$ cat config.mk
export PLATFORM = sky130hd
export DESIGN_NAME = audio_mute_input_select
export DESIGN_NICKNAME = d
export VERILOG_FILES = /design/src/hw/mute_sel_pkg.sv /design/src/hw/audio_mute_input_select.sv
export SDC_FILE = /design/constraint.sdc
export NUM_CORES = 1
export LEC_CHECK = 0
export BUFFER_PORTS_ARGS = -buffer_cell sky130_fd_sc_hd__buf_4
export CORE_MARGIN = 5
export CORE_UTILIZATION = 42
export DETAILED_ROUTE_END_ITERATION = 16
export PLACE_DENSITY = 0.94
export SYNTH_ARGS = -nofsm -noshare
export SYNTH_HDL_FRONTEND = slang
export SYNTH_SLANG_ARGS = --single-unit
$ cat constraint.sdc
create_clock -name mclk -period 4.8 [get_ports mclk]
set_clock_uncertainty 0.15 [all_clocks]
set_input_delay 0.24 -clock mclk [delete_from_list [all_inputs] [get_ports mclk]]
set_output_delay 0.24 -clock mclk [all_outputs]
set_load 0.03 [all_outputs]
$ cat src/hw/mute_sel_pkg.sv
// Constants for the audio mute input source selectors.
// Assumes a 32-bit register port with byte addresses.
package mute_sel_pkg;

  // ****************************************
  // Register map
  // ****************************************
  localparam logic [31:0] PORT1_SEL_ADDR = 32'h4000_001C;
  localparam logic [31:0] PORT2_SEL_ADDR = 32'h4000_0020;

  // ****************************************
  // Selector field
  // ****************************************
  localparam int SEL_W = 3;
  localparam int SEL_LSB = 0;
  localparam int SEL_MSB = 2;
  localparam int RSVD_LSB = 3;
  localparam logic [2:0] SEL_RESET = 3'h0;
  localparam logic [31:0] RDATA_IDLE = 32'h0000_0000;

  // ****************************************
  // Source codes
  // ****************************************
  localparam logic [2:0] SRC_ZERO = 3'h0;
  localparam logic [2:0] SRC_SD7 = 3'h1;
  localparam logic [2:0] SRC_SD8 = 3'h2;
  localparam logic [2:0] SRC_SD9 = 3'h3;
  localparam logic [2:0] SRC_AHCLK = 3'h4;
  localparam logic [2:0] SRC_SPI0_SI = 3'h5;
  localparam logic [2:0] SRC_SPI0_CS = 3'h6;
  localparam logic [2:0] SRC_SPI0_EN = 3'h7;

  // Bit positions in the synchronised source vector
  localparam int PIN_SD7 = 0;
  localparam int PIN_SD8 = 1;
  localparam int PIN_SD9 = 2;
  localparam int PIN_AHCLK = 3;
  localparam int PIN_SPI0_SI = 4;
  localparam int PIN_SPI0_CS = 5;
  localparam int PIN_SPI0_EN = 6;
  localparam int PIN_N = 7;

endpackage

$ cat src/hw/audio_mute_input_select.sv
// Mute input source selectors for the second and third audio ports.
// Assumes pins are asynchronous to mclk; register port is on mclk.
//
// Implementation choice: the address-and-strobe port.
`timescale 1ns/100ps

module audio_mute_input_select #(
  parameter bit third_port_present = 1'b1
) (
  input wire logic mclk,
  input wire logic rst_b,
  input wire logic clk_en,
  input wire logic [31:0] reg_addr,
  input wire logic [31:0] reg_wdata,
  input wire logic reg_wr,
  input wire logic reg_rd,
  output logic [31:0] reg_rdata,
  input wire logic serial_data_pin_7,
  input wire logic serial_data_pin_8,
  input wire logic serial_data_pin_9,
  input wire logic third_port_rx_high_freq_clock,
  input wire logic first_spi_slave_in_pin,
  input wire logic first_spi_chip_select_pin,
  input wire logic first_spi_enable_pin,
  output logic port1_mute_in,
  output logic port2_mute_in
);

  // ****************************************
  // Source multiplexer
  // ****************************************
  function automatic logic pick_source(input logic [2:0] sel, input logic [6:0] src);
    logic r;
    r = 1'b0;
    unique case (sel)
      mute_sel_pkg::SRC_ZERO: r = 1'b0;
      mute_sel_pkg::SRC_SD7: r = src[mute_sel_pkg::PIN_SD7];
      mute_sel_pkg::SRC_SD8: r = src[mute_sel_pkg::PIN_SD8];
      mute_sel_pkg::SRC_SD9: r = src[mute_sel_pkg::PIN_SD9];
      mute_sel_pkg::SRC_AHCLK: r = src[mute_sel_pkg::PIN_AHCLK];
      mute_sel_pkg::SRC_SPI0_SI: r = src[mute_sel_pkg::PIN_SPI0_SI];
      mute_sel_pkg::SRC_SPI0_CS: r = src[mute_sel_pkg::PIN_SPI0_CS];
      mute_sel_pkg::SRC_SPI0_EN: r = src[mute_sel_pkg::PIN_SPI0_EN];
    endcase
    return r;
  endfunction

  // ****************************************
  // Pin synchronisers
  // ****************************************
  // Sampling the high-frequency clock at mclk aliases; it only suits a slow level
  logic [6:0] pins;
  logic [6:0] sync1_q;
  logic [6:0] sync2_q;

  assign pins = {first_spi_enable_pin, first_spi_chip_select_pin, first_spi_slave_in_pin,
                 third_port_rx_high_freq_clock, serial_data_pin_9, serial_data_pin_8,
                 serial_data_pin_7};

  always_ff @(posedge mclk or negedge rst_b)
  begin
    if (!rst_b)
    begin
      sync1_q <= 7'h00;
      sync2_q <= 7'h00;
    end
    else if (clk_en)
    begin
      sync1_q <= pins;
      sync2_q <= sync1_q;
    end
  end

  // ****************************************
  // Selector registers and read port
  // ****************************************
  logic [2:0] sel1_q;
  logic [2:0] sel1_d;
  logic [2:0] sel2_q;
  logic [2:0] sel2_d;
  logic [31:0] rdata_q;
  logic [31:0] rdata_d;
  logic hit1;
  logic hit2;

  always_comb
  begin
    hit1 = reg_addr == mute_sel_pkg::PORT1_SEL_ADDR;
    // Absent third port: decode misses, so writes drop and reads return zero
    hit2 = third_port_present && (reg_addr == mute_sel_pkg::PORT2_SEL_ADDR);
    sel1_d = sel1_q;
    sel2_d = sel2_q;
    rdata_d = mute_sel_pkg::RDATA_IDLE;
    if (reg_wr && hit1)
    begin
      sel1_d = reg_wdata[mute_sel_pkg::SEL_MSB:mute_sel_pkg::SEL_LSB];
    end
    if (reg_wr && hit2)
    begin
      sel2_d = reg_wdata[mute_sel_pkg::SEL_MSB:mute_sel_pkg::SEL_LSB];
    end
    // Reserved bits read zero; upper write data is ignored
    if (reg_rd && hit1)
    begin
      rdata_d[mute_sel_pkg::SEL_MSB:mute_sel_pkg::SEL_LSB] = sel1_q;
    end
    if (reg_rd && hit2)
    begin
      rdata_d[mute_sel_pkg::SEL_MSB:mute_sel_pkg::SEL_LSB] = sel2_q;
    end
  end

  always_ff @(posedge mclk or negedge rst_b)
  begin
    if (!rst_b)
    begin
      sel1_q <= mute_sel_pkg::SEL_RESET;
      sel2_q <= mute_sel_pkg::SEL_RESET;
      rdata_q <= mute_sel_pkg::RDATA_IDLE;
    end
    else if (clk_en)
    begin
      sel1_q <= sel1_d;
      sel2_q <= sel2_d;
      rdata_q <= rdata_d;
    end
  end

  assign reg_rdata = rdata_q;

  // ****************************************
  // Mute outputs
  // ****************************************
  logic mute1_q;
  logic mute1_d;
  logic mute2_q;
  logic mute2_d;

  always_comb
  begin
    mute1_d = pick_source(sel1_q, sync2_q);
    mute2_d = third_port_present ? pick_source(sel2_q, sync2_q) : 1'b0;
  end

  always_ff @(posedge mclk or negedge rst_b)
  begin
    if (!rst_b)
    begin
      mute1_q <= 1'b0;
      mute2_q <= 1'b0;
    end
    else if (clk_en)
    begin
      mute1_q <= mute1_d;
      mute2_q <= mute2_d;
    end
  end

  assign port1_mute_in = mute1_q;
  assign port2_mute_in = mute2_q;
endmodule

After elaboration in Yosys (flattened, before gate mapping)
Index checks and enable logic that the tools add are counted.
{"block": "word_totals", "output_inout_bits": 34, "reg_bits": 25}
{"block": "op_classes", "n_mux": 4, "eq_ne": 16, "n_reduce_logical": 8}
{"cell": "$eq A32 B31 Y1 const B", "n": 2}
{"cell": "$eq A3 B3 Y1 const B", "n": 8}
{"cell": "$pmux W1 S8", "n": 2}
{"cell": "$eq A3 B2 Y1 const B", "n": 4}
{"cell": "$eq A3 B1 Y1 const B", "n": 2}
{"cell": "$logic_not A3 Y1", "n": 2}
{"cell": "$mux W3", "n": 2}
{"cell": "$logic_and A1 B1 Y1", "n": 4}
{"cell": "$reduce_and A2 Y1", "n": 2}

Depth between registers and ports, before layout
{"block": "logic_depth", "word_depth": 4, "mapped_depth": 4}

Worst setup path after synthesis
Ideal clock, no wire load.
{"block": "synth_path", "kind": "register to register", "start": "register sel2_q[0]", "end": "register mute2_q (netlist: port2_mute_in)", "setup_slack_ns": 3.220, "arrival_ns": 1.305, "period_less_slack_ns": 1.580, "setup_time_ns": 0.125, "stages_incl_launch_ff": 4, "path_cell_list": "dfrtp_1 > mux4_2 > a21o_1 > mux2_4"}
{"block": "synth_via", "elab_chain_len": 2}
{"element": "from (decl)", "line": "audio_mute_input_select.sv:79", "text": "logic [2:0] sel2_q;"}
{"element": "from (signal assigned)", "line": "audio_mute_input_select.sv:118", "text": "sel2_q <= mute_sel_pkg::SEL_RESET;"}
{"element": "from (signal assigned)", "line": "audio_mute_input_select.sv:124", "text": "sel2_q <= sel2_d;"}
{"element": "$eq A3 B3 Y1 (tied with other cells)", "line": "audio_mute_input_select.sv:35", "text": "unique case (sel)"}
{"element": "$pmux W1 S8 (*)", "line": "audio_mute_input_select.sv:35"}
{"element": "to (signal assigned)", "line": "audio_mute_input_select.sv:155", "text": "mute2_q <= mute2_d;"}
{"element": "to (decl)", "line": "audio_mute_input_select.sv:136", "text": "logic mute2_q;"}
Every way passes the cells marked *; elsewhere a longest branch is shown, timed or not.
A chain may end at the register's enable or synchronous reset.

Worst setup path in the final report
Same ends and word-level chain as after synthesis.

==> impl_summary.txt <==
----------------------------------------------------
[Pwr]
  Tot Pwr ... 420 uW
  Worst supply voltage drop on vdd ... 93.5 uV
  Leakage dissipation ... 0.000900 uW
  Total power density per cell area ... 228 mW/mm^2

[Synthesis]
  Post-synthesis sequential area ratio ... 44.6%
  Total of warnings raised by yosys ... 0
  Mean Syn Cell Area ... 12.4 um^2
  Register bit total from synthesis ... 25
  Cell area after technology mapping ... 0.00140 mm^2
  Gate count of the mapped netlist ... 113
  Number of distinct library cell variants in the gate-level netlist after synthesis ... 24

[Global route]
  Largest net degree at the start of global routing ... 26
  First-pass GRT wire length ... 3.87 mm
  Via count of the first global-routing pass ... 895
  Total congestion overflow after global routing ... 0
  Tot GR Track Use ... 11.1%
  Antenna violations before repair ... 0

[Layout]
  Most frequent cells in the layout ... sky130_fd_sc_hd__buf_4, sky130_fd_sc_hd__conb_1, sky130_fd_sc_hd__dfrtp_1
  Antenna cells ... 0
  Final #Nets ... 252
  Post-synthesis to final-layout area growth ... 31.8%
  Fraction of final layout cells sized beyond drive strength 1 ... 45.1%
  Number of fill cells in the layout ... 279
  Most frequent standard cell in the layout excluding fill and tap cells ... sky130_fd_sc_hd__buf_4
  Non-filler instance count after layout ... 221

[Placed design]
  Final RePlAce weighted congestion ... 0.703
  Dpl hpwl ... 2.26 mm
  Total instance count after detailed placement ... 207
  Post-place setup slack ... 2900 ps
  Number of buffers added on ports ... 51

[Drt]
  Detailed-route via count ... 1,003
  Iter 0 DRT Violations ... 12
  Remaining number of nets flagged by the antenna check after routing ... 0
  Number of iterations in the first detailed-routing pass ... 2
  Routed Wire Length ... 2.76 mm
  DRC violation count after routing ... 0
  Per-cell routed wire length ... 12.5 um
  Average via count per standard cell ... 4.54

[Clocking]
  TritonCTS clock tree ... done
  Inserted Clock Buffers ... 3
  Clock edge transition at the registers on the reported setup and hold paths ... 130 ps
  Sinks on the clock net ... 25
  Worst-case clock buffer depth ... 2
  Number of H-tree levels ... 1
  Post-CTS sizing ... 0
  Master cell of the clock root buffer ... sky130_fd_sc_hd__clkbuf_4
  Worst-skew pair later-pin latency ... 300 ps

[Setup path]
  Kind of start point of the critical path ... register
  Worst Setup Path Type ... register to register
  Category of the worst setup path capture point ... register
  Required time of the worst setup path ... 4850 ps
  Critical path data arrival time ... 1740 ps
  Largest fanout on the critical path ... 5

[Timing]
  Maximum clock frequency ... 592 MHz
  RSZ-0062 raised after global routing ... false
  Final-report max-slew violation count ... 0
  Setup_tns ... 0 ps
  Number of hold violations in the final report ... 0
  Final cycle utilization of the critical path ... 35.2%
  Final min period ... 1690 ps
  Final setup viols ... 0
  Final setup slack of the worst path ... 3110 ps

[Floorplanning]
  Die Y ... 67.8 um
  Count of standard-cell rows ... 21
  Horizontal extent of the die ... 67.8 um
  Full die area ... 0.00460 mm^2
  CORE AREA ... 0.00328 mm^2
  IO Pins ... 110
  Effective utilization at floorplan ... 42.7%

[Run]
  Count of max-cap constraint violations ... 0

[Run status]
  Result of the run ... finished clean

[Hold path]
  Worst min-delay path class ... primary input to register

----------------------------------------------------
-- sequential cells by signal, summed over array words and instances (netlist names) --
signal,flops
sync1_q,7
sync2_q,7
reg_rdata,3
sel1_q,3
sel2_q,3
port1_mute_in,1
port2_mute_in,1
-- where the power goes --
group | switching, uW | internal, uW
Combinational | 49.7 | 47.1
Clock | 58.1 | 31.1
Sequential | 9.27 | 225
-- layer usage --
metal  share of wire (%)  vias to the layer above  GRT usage, %
met5                   0                        -             0
li1                    -                      483             -
met3                 5.4                        2          2.33
met1                  35                      496          12.8
met2                  58                       22          19.6
met4                0.83                        0          5.21
-- worst max-delay path, stage by stage, from the launching register on --
cell and delay, ps:
sky130_fd_sc_hd__dfrtp_1 480, sky130_fd_sc_hd__mux4_2 520, sky130_fd_sc_hd__a21o_1 190, sky130_fd_sc_hd__mux2_4 250
-- what timing repair did --
action                    in CTS  in global routing
hold buffers                   3                  7
hold endpoints to repair      27                  8
buffers inserted               0                  0
-- kinds of logic (layout without fill, tap and decap cells) --
logic type / after synthesis / count (layout) / share of synthesized area (%)
buffers and inverters: 34 / 68 / 17.0
other: 1 / 29 / 0.267
muxes: 26 / 26 / 23.6
DFF: 25 / 25 / 44.6
and+or+nand+nor: 15 / 15 / 8.65
AOI/OAI and AO/OA: 12 / 12 / 5.80
-- final cells by class --
type | instances | area (um^2) | area share (%)
multi-input combinational | 82 | 643 | 34.8
sequential | 25 | 626 | 33.9
timing repair buffer | 61 | 483 | 26.1
tap | 46 | 57.6 | 3.11
clock buffer | 3 | 22.5 | 1.22
inverter | 3 | 11.3 | 0.609
clock inverter | 1 | 5.00 | 0.271
-- synthesized netlist by cell type (all sizes together) --
cell / number / share of area (%)
mux2: 22 / 19
nor3b: 1 / 0.54
nand3: 1 / 0.36
dfrtp: 25 / 45
nor4b: 2 / 1.7
a211oi: 2 / 1.1
nor2: 1 / 0.27
inv: 3 / 0.80
mux4: 2 / 3.2
buf: 31 / 16
o22ai: 3 / 1.3
a21o: 2 / 1.1
a21oi: 2 / 0.71
mux2i: 2 / 1.4
a22oi: 3 / 1.6
and4: 4 / 2.9
nor4: 5 / 2.2
conb: 1 / 0.27
and4b: 1 / 0.71
-- per-stage QoR --
step / utilization (%) / hold slack (ps) / area [um^2]
final: 56.3 / 19.3 / 1850
after global routing: 56.3 / 5.93 / 1850
after CTS: 54.1 / 2.01 / 1780
after detailed placement: 52.4 / 8.08 / 1720
after global placement: 52.4 / 0.800 / 1720
after floorplan: - / -206 / 1510
-- final timing paths --
kind | slack, ps | to | from | cells past startpoint
min in group asynchronous | 200 | sync2_q[4]$_DFFE_PN0P_ | rst_b | 2
min | 20 | sel2_q[0]$_DFFE_PN0P_ | reg_wdata[0] | 2
min reg2reg | 370 | sync1_q[1]$_DFFE_PN0P_ | sync1_q[1]$_DFFE_PN0P_ | 1
max in group asynchronous | 4070 | port1_mute_in$_DFFE_PN0P_ | rst_b | 2
max reg2reg | 3110 | port2_mute_in$_DFFE_PN0P_ | sel2_q[0]$_DFFE_PN0P_ | 3
max | 3110 | port2_mute_in$_DFFE_PN0P_ | sel2_q[0]$_DFFE_PN0P_ | 3
(Power assumes the default switching activity.)
